### config.mk
export PLATFORM = sky130hd
export DESIGN_NAME = lpmc_ctrl
export DESIGN_NICKNAME = d
export VERILOG_FILES = /design/src/lpmc_pkg.sv /design/src/lpmc_ctrl.sv
export VERILOG_INCLUDE_DIRS = /design/src /design/src/src
export SDC_FILE = /design/constraint.sdc
export NUM_CORES = 1
export LEC_CHECK = 0
export ABC_AREA = 1
export BUFFER_PORTS_ARGS = -buffer_cell sky130_fd_sc_hd__clkbuf_2
export CAP_MARGIN = 20
export CORE_MARGIN = 1.5
export CORE_UTILIZATION = 49
export DETAILED_ROUTE_END_ITERATION = 16
export GPL_ROUTABILITY_DRIVEN = 0
export PLACE_DENSITY = 0.68
export SKIP_LAST_GASP = 1
export SLEW_MARGIN = 40
export SYNTH_ARGS = -nofsm -noshare
export SYNTH_HDL_FRONTEND = slang
export SYNTH_SLANG_ARGS = --single-unit
export TNS_END_PERCENT = 50
### constraint.sdc
create_clock -name mclk -period 2.5 [get_ports mclk]
set_clock_uncertainty 0.2 [all_clocks]
set_input_delay 0.375 -clock mclk [delete_from_list [all_inputs] [get_ports mclk]]
set_output_delay 0.375 -clock mclk [all_outputs]
set_load 0.1 [all_outputs]
### src/lpmc_defs.svh
// Constants for the low-power mode controller
//Contract
//RL1: Bus clock enable runs at exactly half the oscillator rate.
//RL2: External reset pin, active low, forces the defined start-up state.
//RL3: Internal power-on reset is generated without any external network.
//RL4: Deep sleep stops oscillator, halting timers and watchdog counter.
//RL5: Deep sleep entry clears timer flags and both timer enables.
//RL6: Deep sleep entry clears the core timer prescaler.
//RL7: Deep sleep entry clears the processor interrupt mask bit.
//RL8: Other state, including untouched timer control bits, holds in deep sleep.
//RL9: Only an external interrupt or reset leaves deep sleep.
//RL10: With deep sleep option disabled, deep sleep request acts as no-op.
//RL11: Light sleep halts the processor; timers and serial bus keep running.
//RL12: Enabled timer or serial bus interrupt ends light sleep.
//RL13: Light sleep entry clears interrupt mask; other state unchanged.
//RL14: Core timer interrupt can wake light sleep periodically.
//RL15: Primary external interrupt has two selectable trigger sensitivities.
//RL16: Secondary interrupts have four sensitivities and independent enables.
//RL17: All port pins become inputs after power-on and any reset.
//RL18: Primary edge select set means edge-only; reset clears it.
//RL19: Deep sleep wake waits an oscillator stabilization delay.
`ifndef LPMC_DEFS_SVH
`define LPMC_DEFS_SVH
`define LPMC_ADDR_CTRL      4'h0
`define LPMC_ADDR_STATUS    4'h1
`define LPMC_ADDR_MASK      4'h2
`define LPMC_ADDR_TIMER     4'h3
`define LPMC_ADDR_SEC_CFG   4'h4
`define LPMC_ADDR_PORTDIR   4'h5
`define LPMC_ADDR_STATE     4'h6
`define LPMC_ADDR_CMD       4'h7
`define LPMC_CMD_DEEP       2'h1
`define LPMC_CMD_LIGHT      2'h2
`define LPMC_POR_NS         1000
`define LPMC_POR_CYC        (((`LPMC_POR_NS) + 4) / 5)
`define LPMC_STAB_NS        20000
`define LPMC_STAB_CYC       (((`LPMC_STAB_NS) + 4) / 5)
`define LPMC_PRESC_W        13
`define LPMC_RTI_BIT        12
`define LPMC_CORE_TIMER_OVERFLOW_FLAG_BIT       7
`define LPMC_REALTIME_INTERRUPT_FLAG_BIT       6
`define LPMC_CORE_TIMER_OVERFLOW_ENABLE_BIT      5
`define LPMC_REALTIME_INTERRUPT_ENABLE_BIT       4
`define LPMC_EV_WAKE_DEEP   0
`define LPMC_EV_WAKE_LIGHT  1
`define LPMC_EV_PRIMARY     2
`define LPMC_EV_SEC_A       3
`define LPMC_EV_SEC_B       4
`define LPMC_EV_N           5
`endif

### src/lpmc_pkg.sv
// Types for the low-power mode controller
package lpmc_pkg;
    typedef enum logic [2:0] {LPMC_RUN, LPMC_LIGHT, LPMC_DEEP, LPMC_STAB} lpmc_state_e;
    typedef enum logic [1:0] {LPMC_SENS_LOW, LPMC_SENS_HIGH, LPMC_SENS_FALL, LPMC_SENS_RISE}
        lpmc_sens_e;
endpackage : lpmc_pkg

### src/lpmc_ctrl.sv
// Low-power mode controller with Avalon-MM register slave
`timescale 1ns/10ps
`include "lpmc_defs.svh"
module lpmc_ctrl
    import lpmc_pkg::*;
#(
    parameter int STAB_CYC = `LPMC_STAB_CYC
) (
    input  wire logic        mclk,            // Oscillator clock
    input  wire logic        reset_n,         // Async reset, active low
    input  wire logic        ext_reset_n,     // Reset pin, active low
    input  wire logic        stop_disable,    // Deep sleep option off
    input  wire logic        primary_ext_interrupt,      // Pin, active low
    input  wire logic        secondary_ext_interrupt_a,  // Pin
    input  wire logic        secondary_ext_interrupt_b,  // Pin
    input  wire logic        serial_irq,      // Serial bus interrupt
    input  wire logic        prog_timer_irq,  // 16-bit timer interrupt
    input  wire logic [3:0]  avs_address,     // Word address
    input  wire logic        avs_read,        // Read strobe
    input  wire logic        avs_write,       // Write strobe
    input  wire logic [31:0] avs_writedata,   // Write data
    output logic [31:0]      avs_readdata,    // Read data
    output logic             avs_waitrequest, // Wait
    output logic             bus_clk_en,      // Half-rate bus enable
    output logic             cpu_run,         // Processor may execute
    output logic             osc_run,         // Oscillator enabled
    output logic             int_mask,        // Processor interrupt mask
    output logic [15:0]      port_dir,        // Port direction, 1 output
    output logic             sys_reset_n,     // Internal reset, active low
    output logic             irq              // Interrupt level
);
    logic [2:0]  s_rst, s_p, s_a, s_b;
    logic        rst_pin, pin_p, pin_a, pin_b, pin_p_d, pin_a_d, pin_b_d;
    logic [15:0] por_cnt;
    logic        por_done;
    lpmc_state_e state;
    logic [31:0] stab_cnt;
    logic [`LPMC_PRESC_W-1:0] presc;
    logic [7:0]  core_timer_ctrl_status;
    logic        primary_irq_edge_select;
    logic [1:0]  sec_sens [2];
    logic [1:0]  sec_en;
    logic [`LPMC_EV_N-1:0] status, mask, ev;
    logic        ext_req, p_req;
    logic [1:0]  s_req;
    logic        deep_cmd, light_cmd, timer_irq, acc;

    // Two-flop synchronisers
    always_ff @(posedge mclk or negedge reset_n) begin
        if (!reset_n) begin
            s_rst <= 3'h0;
            s_p   <= 3'h7;
            s_a   <= 3'h0;
            s_b   <= 3'h0;
        end else begin
            s_rst <= {s_rst[1:0], ext_reset_n};
            s_p   <= {s_p[1:0], primary_ext_interrupt};
            s_a   <= {s_a[1:0], secondary_ext_interrupt_a};
            s_b   <= {s_b[1:0], secondary_ext_interrupt_b};
        end
    end
    assign rst_pin = s_rst[1];
    assign pin_p   = s_p[1];
    assign pin_a   = s_a[1];
    assign pin_b   = s_b[1];
    assign pin_p_d = s_p[2];
    assign pin_a_d = s_a[2];
    assign pin_b_d = s_b[2];

    // Internal power-on reset and pin reset
    always_ff @(posedge mclk or negedge reset_n) begin
        if (!reset_n) begin
            por_cnt  <= 16'h0000;
            por_done <= 1'b0;
        end else if (!por_done) begin
            por_cnt  <= por_cnt + 16'h0001;
            por_done <= (por_cnt == 16'(`LPMC_POR_CYC - 1)); // [RL3]
        end
    end
    always_ff @(posedge mclk or negedge reset_n) begin
        if (!reset_n)
            sys_reset_n <= 1'b0;
        else
            sys_reset_n <= por_done & rst_pin; // [RL2] [RL3]
    end
    wire srst = !(por_done & rst_pin);

    // Bus clock enable at half rate, held low while the oscillator is off
    always_ff @(posedge mclk or negedge reset_n) begin
        if (!reset_n)
            bus_clk_en <= 1'b0;
        else if (srst || !osc_run)
            bus_clk_en <= 1'b0; // [RL4]
        else
            bus_clk_en <= !bus_clk_en; // [RL1]
    end

    // Register bus decode
    assign acc = (avs_read | avs_write) & avs_waitrequest;
    // Write lands on the edge where waitrequest is seen low
    wire wr = avs_write & !avs_waitrequest;
    assign deep_cmd  = wr && avs_address == `LPMC_ADDR_CMD && avs_writedata[1:0] == `LPMC_CMD_DEEP;
    assign light_cmd = wr && avs_address == `LPMC_ADDR_CMD && avs_writedata[1:0] == `LPMC_CMD_LIGHT;
    wire deep_go  = deep_cmd && state == LPMC_RUN && !stop_disable; // [RL10]
    wire light_go = light_cmd && state == LPMC_RUN;

    // Secondary and primary external interrupt detection
    always_comb begin
        p_req = primary_irq_edge_select ? (pin_p_d & !pin_p)     // [RL18]
                                        : (!pin_p);              // [RL15]
        for (int i = 0; i < 2; i++) begin
            logic cur;
            logic prv;
            cur = (i == 0) ? pin_a : pin_b;
            prv = (i == 0) ? pin_a_d : pin_b_d;
            case (lpmc_sens_e'(sec_sens[i]))
                LPMC_SENS_LOW:  s_req[i] = !cur;
                LPMC_SENS_HIGH: s_req[i] = cur;
                LPMC_SENS_FALL: s_req[i] = prv & !cur;
                LPMC_SENS_RISE: s_req[i] = !prv & cur;
                default:        s_req[i] = 1'b0;
            endcase
            s_req[i] = s_req[i] & sec_en[i]; // [RL16]
        end
        ext_req = p_req | s_req[0] | s_req[1];
    end
    assign timer_irq = (core_timer_ctrl_status[`LPMC_CORE_TIMER_OVERFLOW_FLAG_BIT] & core_timer_ctrl_status[`LPMC_CORE_TIMER_OVERFLOW_ENABLE_BIT])
                     | (core_timer_ctrl_status[`LPMC_REALTIME_INTERRUPT_FLAG_BIT] & core_timer_ctrl_status[`LPMC_REALTIME_INTERRUPT_ENABLE_BIT]);

    // Power state machine
    always_ff @(posedge mclk or negedge reset_n) begin
        if (!reset_n) begin
            state    <= LPMC_RUN;
            stab_cnt <= 32'h0;
        end else if (srst) begin
            state    <= LPMC_RUN; // [RL2]
            stab_cnt <= 32'h0;
        end else begin
            case (state)
                LPMC_RUN: begin
                    if (deep_go)
                        state <= LPMC_DEEP;
                    else if (light_go)
                        state <= LPMC_LIGHT; // [RL11]
                end
                LPMC_LIGHT: begin
                    if (timer_irq || serial_irq || prog_timer_irq || ext_req)
                        state <= LPMC_RUN; // [RL12] [RL14]
                end
                LPMC_DEEP: begin
                    if (ext_req) begin // [RL9]
                        state    <= LPMC_STAB;
                        stab_cnt <= 32'h0;
                    end
                end
                LPMC_STAB: begin
                    stab_cnt <= stab_cnt + 32'h1;
                    if (stab_cnt == 32'(STAB_CYC - 1))
                        state <= LPMC_RUN; // [RL19]
                end
                default: state <= LPMC_RUN;
            endcase
        end
    end
    always_ff @(posedge mclk or negedge reset_n) begin
        if (!reset_n) begin
            cpu_run <= 1'b1;
            osc_run <= 1'b1;
        end else begin
            cpu_run <= srst || (state == LPMC_RUN && !deep_go && !light_go); // [RL11]
            osc_run <= srst || !(state == LPMC_DEEP || deep_go); // [RL4]
        end
    end

    // Interrupt mask bit
    always_ff @(posedge mclk or negedge reset_n) begin
        if (!reset_n)
            int_mask <= 1'b1;
        else if (srst)
            int_mask <= 1'b1;
        else if (deep_go)
            int_mask <= 1'b0; // [RL7]
        else if (light_go)
            int_mask <= 1'b0; // [RL13]
        else if (wr && avs_address == `LPMC_ADDR_CTRL)
            int_mask <= avs_writedata[0];
    end

    // Core timer prescaler and control/status
    wire tick   = bus_clk_en && state != LPMC_DEEP && state != LPMC_STAB;
    wire rti_ev = tick && presc == {`LPMC_PRESC_W{1'b1}};
    always_ff @(posedge mclk or negedge reset_n) begin
        if (!reset_n)
            presc <= '0;
        else if (srst || deep_go)
            presc <= '0; // [RL6]
        else if (tick)
            presc <= presc + 1'b1; // [RL11]
    end
    always_ff @(posedge mclk or negedge reset_n) begin
        if (!reset_n)
            core_timer_ctrl_status <= 8'h03;
        else if (srst)
            core_timer_ctrl_status <= 8'h03;
        else if (deep_go)
            core_timer_ctrl_status <= core_timer_ctrl_status & 8'h0F; // [RL5] [RL8]
        else begin
            if (wr && avs_address == `LPMC_ADDR_TIMER)
                core_timer_ctrl_status <= {core_timer_ctrl_status[7:6] & ~avs_writedata[7:6], avs_writedata[5:0]};
            if (rti_ev)
                core_timer_ctrl_status[`LPMC_REALTIME_INTERRUPT_FLAG_BIT] <= 1'b1; // [RL14]
            if (tick && presc[`LPMC_RTI_BIT-1:0] == '1)
                core_timer_ctrl_status[`LPMC_CORE_TIMER_OVERFLOW_FLAG_BIT] <= 1'b1;
        end
    end

    // Configuration bits
    always_ff @(posedge mclk or negedge reset_n) begin
        if (!reset_n) begin
            primary_irq_edge_select <= 1'b0;
            sec_sens <= '{2'h0, 2'h0};
            sec_en   <= 2'h0;
            port_dir <= 16'h0000;
        end else if (srst) begin
            primary_irq_edge_select <= 1'b0; // [RL18]
            sec_sens <= '{2'h0, 2'h0};
            sec_en   <= 2'h0;
            port_dir <= 16'h0000; // [RL17]
        end else if (wr && avs_address == `LPMC_ADDR_CTRL) begin
            primary_irq_edge_select <= avs_writedata[1]; // [RL15]
        end else if (wr && avs_address == `LPMC_ADDR_SEC_CFG) begin
            sec_sens[0] <= avs_writedata[1:0]; // [RL16]
            sec_en[0]   <= avs_writedata[2];
            sec_sens[1] <= avs_writedata[5:4];
            sec_en[1]   <= avs_writedata[6];
        end else if (wr && avs_address == `LPMC_ADDR_PORTDIR) begin
            port_dir <= avs_writedata[15:0];
        end
    end

    // Sticky event status, write one to clear, set wins
    assign ev[`LPMC_EV_WAKE_DEEP]  = state == LPMC_STAB && stab_cnt == 32'(STAB_CYC - 1);
    assign ev[`LPMC_EV_WAKE_LIGHT] = state == LPMC_LIGHT &&
        (timer_irq || serial_irq || prog_timer_irq || ext_req);
    assign ev[`LPMC_EV_PRIMARY]    = p_req;
    assign ev[`LPMC_EV_SEC_A]      = s_req[0];
    assign ev[`LPMC_EV_SEC_B]      = s_req[1];
    always_ff @(posedge mclk or negedge reset_n) begin
        if (!reset_n) begin
            status <= '0;
            mask   <= '0;
        end else if (srst) begin
            status <= '0;
            mask   <= '0;
        end else begin
            if (wr && avs_address == `LPMC_ADDR_STATUS)
                status <= (status & ~avs_writedata[`LPMC_EV_N-1:0]) | ev;
            else
                status <= status | ev;
            if (wr && avs_address == `LPMC_ADDR_MASK)
                mask <= avs_writedata[`LPMC_EV_N-1:0];
        end
    end
    always_ff @(posedge mclk or negedge reset_n) begin
        if (!reset_n)
            irq <= 1'b0;
        else
            irq <= |((status | ev) & mask);
    end

    // Bus answer one cycle after the request
    always_ff @(posedge mclk or negedge reset_n) begin
        if (!reset_n) begin
            avs_waitrequest <= 1'b1;
            avs_readdata    <= 32'h0;
        end else begin
            avs_waitrequest <= !(acc);
            if (avs_read && avs_waitrequest) begin
                case (avs_address)
                    `LPMC_ADDR_CTRL:    avs_readdata <= {30'h0, primary_irq_edge_select, int_mask};
                    `LPMC_ADDR_STATUS:  avs_readdata <= {27'h0, status};
                    `LPMC_ADDR_MASK:    avs_readdata <= {27'h0, mask};
                    `LPMC_ADDR_TIMER:   avs_readdata <= {24'h0, core_timer_ctrl_status};
                    `LPMC_ADDR_SEC_CFG: avs_readdata <= {25'h0, sec_en[1], sec_sens[1],
                                                         1'b0, sec_en[0], sec_sens[0]};
                    `LPMC_ADDR_PORTDIR: avs_readdata <= {16'h0, port_dir};
                    `LPMC_ADDR_STATE:   avs_readdata <= {29'h0, state};
                    default:            avs_readdata <= 32'h0;
                endcase
            end
        end
    end
endmodule : lpmc_ctrl

==> flow_metrics.tcl, run 1 <==
set metrics [dict create \
    area_delta_synth_final_pct 16.8 \
    coreArea_sq_um 15100 \
    cts_max_path_buffers 2 \
    drt-total-wl_um 18200 \
    track_usage_pct 24.1 \
    ios 102 \
    finalHoldViolations 0 \
    synth_cells 943 \
    port_buffers 69 \
    cts-htree-levels 4 \
    die_y_um 127 \
    p_total_uw 5220 \
    hold_path_end "port_dir[13]" \
    die_x_um 127 \
    final_layout_size_suffix_gt1_share_pct 18.4 \
    postRouteAntennaNets 0 \
    path_class "flop to flop" \
    first_pass_iters 8 \
    status "completed" \
    root_buffer "clkbuf_16" \
    r2r-end "state[0]" \
    antenna_cells 0 \
    grt_overflow 0 \
    std_cell_rows 45 \
    drt_iter0_markers 567 \
    tns_ns 0 \
    worst_ep_required_time_ns 2.66 \
    antenna_found_initial 0 \
    fin_crit_ns 2.14 \
    yosysSeqAreaShare_pct 46.3 \
    dp_hpwl_um 13200 \
    grt_max_degree 44 \
    synthAdderAreaFrac_pct 0.498 \
    ys_warn_count 0 \
    grt_pass1_vias 6187 \
    setup.worst_path.end_class "flop" \
    initial_core_util_pct 49.9 \
    met3_usage_pct 5.36 \
    grt_util_met2_pct 36.9 \
    ff2ff_path_depth 9 \
    nNetsFinal 1088 \
    dieArea_sq_um 16100 \
    viasPerCell 5.34 \
    clk_pin_slew_worst_paths_ns 0.06 \
    path_max_fanout 8 \
    p_per_area_nw_per_um2 593 \
    routed-via-count 6615 \
    syn_avg_cell_area_sq_um 7.99 \
    cp-start-kind "flop" \
    tritoncts "done" \
    setup_viol 0 \
    synth_mux_area_share_pct 0 \
    ys.flop_type "dfrtp_1" \
    final.period_utilization_pct 85.7 \
    min_path_cells 3 \
    ys_types 44 \
    max-vdd-ir-drop_uv 498 \
    numCtsBuffers 17 \
    synth_edf_count 0 \
    globalRouteMet1Util_pct 35.2 \
    cts_sinks 139 \
    synth_top_family_by_area "simple AND/OR/NAND/NOR gates" \
    arrival_ns 2.31 \
    fmax_ghz 0.467 \
    syn_area_sq_um 7530 \
    hold_class "input port to flop" \
    cap_violations 0 \
    busiest_layer "met2" \
    hp-start "avs_writedata[13]" \
    synthSimpleGateAreaFrac_pct 28.7 \
    max_slew_margin_pct 62.0 \
    synth_compound_area_share_pct 11.7 \
    rsz0062_at_grt "no" \
    drc 0 \
    p_leak_uw 0.00410 \
    drv_slew 0 \
    grt_pass1_wl_um 30900 \
    tightest_slew_ns 0.568 \
    async_flop_share_pct 100 \
    utilization_pct 58.3 \
    ys_ff_latch 139 \
    reg2reg_from "stab_cnt[0]" \
    clkLatencyLatePin_ns 0.42 \
    synthXorXnorAreaFrac_pct 2.33 \
    wl_per_cell_um 14.7 \
    reg2reg_slack_ns 0.36 \
]
-- report_power, final --
group	internal [uW]	switching, uW	total, uW
registers	2270	8.84	2280
clock network	1660	967	2630
logic	60.9	256	317
total	3990	1230	5220
-- critical path: stages, from the launching register on --
cell and delay, ns:
dfrtp_1 0.49, ha_1 0.36, nand3_1 0.17, nor3_1 0.16, nand2_1 0.08, nor2_1 0.19, nor2_1 0.09, nor2_1 0.17
nand3_1 0.10, nand2_1 0.07
-- worst max-delay path by stage --
| stage | startpoint | endpoint | slack [ns] |
|---|---|---|---|
| 6_report | stab_cnt[0] | state[0] | 0.36 |
| 5_1_grt | stab_cnt[0] | state[0] | 0.18 |
| 4_1_cts | stab_cnt[0] | state[1] | 0.40 |
| 3_5_place_dp | stab_cnt[0] | stab_cnt[16] | 0.41 |
| 3_3_place_gp | stab_cnt[0] | state[1] | 0.43 |
| 2_1_floorplan | bus_clk_en | presc[5] | 0.36 |
-- final cells by class --
class	count	area [sq um]
Sequential cell	139	3490
Clock inverter	12	173
Clock buffer	19	433
Fill cell	1382	6290
Inverter	140	531
Timing Repair Buffer	96	619
Multi-Input combinational cell	644	3320
Tap cell	188	235
-- synthesized netlist by cell type, types with 2 or more instances --
| cell type | count | area, sq um |
|---|---|---|
| nand2_1 | 227 | 852 |
| dfrtp_1 | 130 | 3250 |
| inv_1 | 126 | 473 |
| nand3_1 | 72 | 360 |
| nor2_1 | 67 | 251 |
| o21ai_0 | 43 | 215 |
| nand4_1 | 39 | 244 |
| o21ai_1 | 28 | 140 |
| nor3_1 | 23 | 115 |
| buf_4 | 20 | 150 |
| a21oi_1 | 17 | 85.1 |
| xor2_1 | 15 | 131 |
| inv_2 | 13 | 48.8 |
| nor2_2 | 13 | 81.3 |
| o21ai_2 | 12 | 105 |
| o31ai_1 | 10 | 75.1 |
| dfstp_2 | 9 | 236 |
| o22ai_2 | 8 | 100 |
| nor2_4 | 7 | 78.8 |
| o22ai_1 | 7 | 43.8 |
| buf_2 | 5 | 25.0 |
| buf_6 | 5 | 56.3 |
| clkbuf_1 | 5 | 18.8 |
| xnor2_1 | 5 | 43.8 |
| a31oi_1 | 4 | 25.0 |
| nand2_2 | 4 | 25.0 |
| nand3_2 | 4 | 40.0 |
| ha_1 | 3 | 37.5 |
| nor3_2 | 3 | 30.0 |
| a21oi_2 | 2 | 17.5 |
| nor3b_1 | 2 | 15.0 |
| o2111ai_1 | 2 | 17.5 |
| or2_2 | 2 | 12.5 |
-- through the flow --
stage          cells  setup slack (ns)  hold slack, ns  cell area (sq um)
6_report        1238             0.359         0.00232               8800
4_1_cts         1238             0.397       0.0000664               8800
2_1_floorplan    958             0.358          -0.121               7590
3_5_place_dp    1191             0.414           0.113               8030
3_3_place_gp    1191             0.431           0.113               8030
5_1_grt         1238             0.184          0.0147               8800
-- cells in the final DEF (no fill, tap or decap), types with 5 or more instances in the layout --
master and instances:
inv_1 126, o22ai_2 8, o21ai_2 12, o21ai_1 28
inv_2 13, nor2_2 13, a21oi_1 17, xor2_1 15
clkbuf_2 68, nor2_1 67, xnor2_1 5, clkbuf_16 17
nand4_1 39, dfrtp_1 130, nand3_1 72, nor3_1 23
buf_4 9, o22ai_1 7, o31ai_1 10, conb_1 16
dfstp_2 9, nor2_4 7, dlygate4sd3_1 16, nand2_1 227
o21ai_0 43
-- flip-flops by register name (all words and copies together), names as in the netlist, 4 cells and up --
| name | flops |
|---|---|
| mask | 5 |
| avs_readdata | 16 |
| por_cnt | 16 |
| stab_cnt | 32 |
| port_dir | 16 |
| status | 5 |
| sec_sens | 4 |
| presc | 13 |
| core_timer_ctrl_status | 8 |
-- timing repair --
action / 4_1_cts / 5_1_grt
gates resized for setup: 0 / 0
hold buffers: 16 / 0
buffers inserted: 0 / 0
endpoints found under the hold margin: 53 / 0
-- metal layers --
metal / routed length, um / vias up / part of all wire, %
li1: - / 3237 / -
met1: 8720 / 3145 / 48
met2: 8250 / 212 / 45
met3: 1050 / 21 / 5.7
met4: 208 / 0 / 1.1
met5: 0 / - / 0
-- cell families after synthesis --
| family | count (synthesis) |
|---|---|
| XOR/XNOR | 20 |
| adder cells (fa/ha/maj) | 3 |
| AND/OR/NAND/NOR | 468 |
| other | 1 |
| buffers and inverters | 175 |
| AO/OA/AOI/OAI | 137 |
| flip-flops | 139 |
(Power assumes the default switching activity.)
==> inputs of run 2 (changes only) <==
ABC_AREA = not set   (was 1)
==> run 2 against run 1 <==
  * Critical path depth down 3
  * Synthesized area down 11%
  * Synthesized cell count down 29%
  * Combinational power about the same
  * Sequential share of layout area up 3.3 points
  * Sequential power about the same
  * Maximum frequency down 6.7%
  * Count of clock-buffer cells in the layout up 3
  * Global-route usage down 0.55 points
  * Via count down 17%
  * Clock power up 6%
  * Worst hold slack better by 0.042 ns
  * Critical path type unchanged
  * Highest routed layer unchanged
==> flow_metrics.tcl, run 2 <==
set metrics [dict create \
    cts_resized 0 \
    final_layout_size_suffix_gt1_share_pct 19.2 \
    nNetsFinal 820 \
    antenna_cells 0 \
    fin_crit_ns 2.29 \
    synth_cells 670 \
    final_cell_mix "dfrtp_1 (130), nand2_1 (69), clkbuf_2 (68)" \
    fmax_ghz 0.436 \
    wl_per_cell_um 16.6 \
    grt_pass1_wl_um 26500 \
    fin_ws_ns 0.206 \
    coreArea_sq_um 13200 \
    yosysTopAreaCell "dfrtp_1" \
    dpl-instance-area_sq_um 7290 \
    rsz0062_at_grt "no" \
    routed-via-count 5503 \
    drc 0 \
    largest_reg_flops 32 \
    ff2ff_path_depth 6 \
    cap_violations 0 \
    min_path_cells 2 \
    setup_viol 0 \
    synth_compound_area_share_pct 15.5 \
    syn_area_sq_um 6670 \
    viasPerCell 5.74 \
    reg2reg_slack_ns 0.21 \
    yosysSeqAreaShare_pct 52.3 \
    yosys-top-cells-area "dfrtp_1 (49%), nand2_1 (3.9%), o21ai_0 (3.8%)" \
    synth_common_cells "dfrtp_1 (130), nand2_1 (69), nor2_1 (59)" \
    grt_overflow 0 \
    synth_edf_count 0 \
    pre_cts_slack_ns 0.204 \
    drt_iter0_markers 594 \
    ys_ff_latch 139 \
    hold_class "input port to flop" \
    synthSimpleGateAreaFrac_pct 19.9 \
    cts_max_path_buffers 2 \
    max-vdd-ir-drop_uv 489 \
    finalHoldViolations 0 \
    root_buffer "clkbuf_16" \
    clkLatencyLatePin_ns 0.42 \
    startpoint "s_b[1]" \
    dieArea_sq_um 14300 \
    arrival_ns 2.42 \
    final_common_cell "dfrtp_1" \
    cts_sinks 139 \
    ios 102 \
    postRouteAntennaNets 0 \
    drv_slew 0 \
    numCtsBuffers 17 \
    reg2reg_from "s_b[1]" \
    path_class "flop to flop" \
    dp_hpwl_um 11100 \
    setup.worst_path.end_class "flop" \
    ys_types 64 \
    path_max_fanout 6 \
    hold_path_end "port_dir[3]" \
    synth_mux_area_share_pct 2.95 \
    tritoncts "done" \
    post-synth-top-area-fraction_pct 48.8 \
    area_delta_synth_final_pct 21.9 \
    p_leak_uw 0.00362 \
    grt_pass1_vias 5275 \
    clk_pin_slew_worst_paths_ns 0.06 \
    std_cell_rows 42 \
    initial_core_util_pct 50.4 \
    antenna_found_initial 0 \
    die_x_um 120 \
    yosysMostFrequentCell "dfrtp_1" \
    cts-htree-levels 4 \
    grt_max_degree 53 \
    top_register "stab_cnt" \
    synthAdderAreaFrac_pct 0.563 \
    finalInstanceArea_sq_um 8130 \
    tightest_slew_ns 0.595 \
    tns_ns 0 \
    synthXorXnorAreaFrac_pct 4.20 \
    p_per_area_nw_per_um2 663 \
    cp-start-kind "flop" \
    r2r-end "stab_cnt[23]" \
    status "completed" \
    drt-total-wl_um 16000 \
    cts_setup_buffers 0 \
    die_y_um 120 \
    ys_warn_count 0 \
    syn_avg_cell_area_sq_um 9.95 \
    synth_top_family_by_area "simple AND/OR/NAND/NOR gates" \
    track_usage_pct 23.6 \
    hp-start "avs_writedata[3]" \
    port_buffers 69 \
    first_pass_iters 9 \
    async_flop_share_pct 100 \
    final.period_utilization_pct 91.8 \
    worst_ep_required_time_ns 2.63 \
    ys.flop_type "dfrtp_1" \
    max_slew_margin_pct 60.1 \
]
run 2: kinds of logic after synthesis:
| group | count (synthesis) |
|---|---|
| AO/OA/AOI/OAI | 158 |
| adder cells (fa/ha/maj) | 3 |
| multiplexers | 18 |
| AND/OR/NAND/NOR | 258 |
| other | 1 |
| XOR/XNOR | 32 |
| flip-flops | 139 |
| buffers and inverters | 61 |
run 2: cell type report:
| class | count | area (sq um) |
|---|---|---|
| timing repair buffer | 111 | 759 |
| clock inverter | 10 | 189 |
| clock buffer | 22 | 474 |
| sequential | 139 | 3490 |
| fill | 1131 | 5110 |
| tap | 176 | 220 |
| inverter | 16 | 60.1 |
| multi-input combinational | 485 | 2940 |
run 2: how the worst max path moves through the flow:
| stage | endpoint | slack, ns | depth (start not counted) |
|---|---|---|---|
| 6_report | stab_cnt[23] | 0.21 | 6 |
| 5_1_grt | stab_cnt[23] | 0.007 | 6 |
| 4_1_cts | stab_cnt[23] | 0.20 | 6 |
| 3_5_place_dp | int_mask | 0.20 | 6 |
| 3_3_place_gp | int_mask | 0.25 | 6 |
| 2_1_floorplan | presc[12] | 0.10 | 6 |
run 2: metrics by stage:
stage | utilization, % | hold WS, ns | power [uW] | cells
after floorplan | - | -0.121 | 2520 | 685
after global placement | 55.1 | 0.139 | 2610 | 910
after detailed placement | 55.1 | 0.141 | 2610 | 910
after CTS | 61.4 | 0.0258 | 5410 | 959
after global routing | 61.4 | 0.0440 | 5540 | 959
final | 61.4 | 0.0446 | 5390 | 959
run 2: critical path: stages (launching register included):
cell	delay [ns]
dfrtp_1	0.40
a21boi_0	0.13
a22oi_1	0.41
o221ai_1	0.32
a21oi_1	0.44
nand2b_1	0.11
o31ai_1	0.19
run 2: power breakdown:
part           total [uW]  internal (uW)  switching (uW)
combinational         317           68.3             249
clock                2800           1850             946
sequential           2280           2270            8.79
run 2: what timing repair did:
action,CTS,global route
endpoints found under the hold margin,65,0
hold buffers,17,0
setup endpoints to repair,0,0
run 2: metal layers:
metal,wire [um],share of wire [%],track usage (%),up-vias
met5,0,0,0,-
met4,271,1.7,7.74,0
met3,915,5.7,6.18,30
met2,7910,50,38.9,207
met1,6860,43,30.4,2692
li1,-,-,-,2574
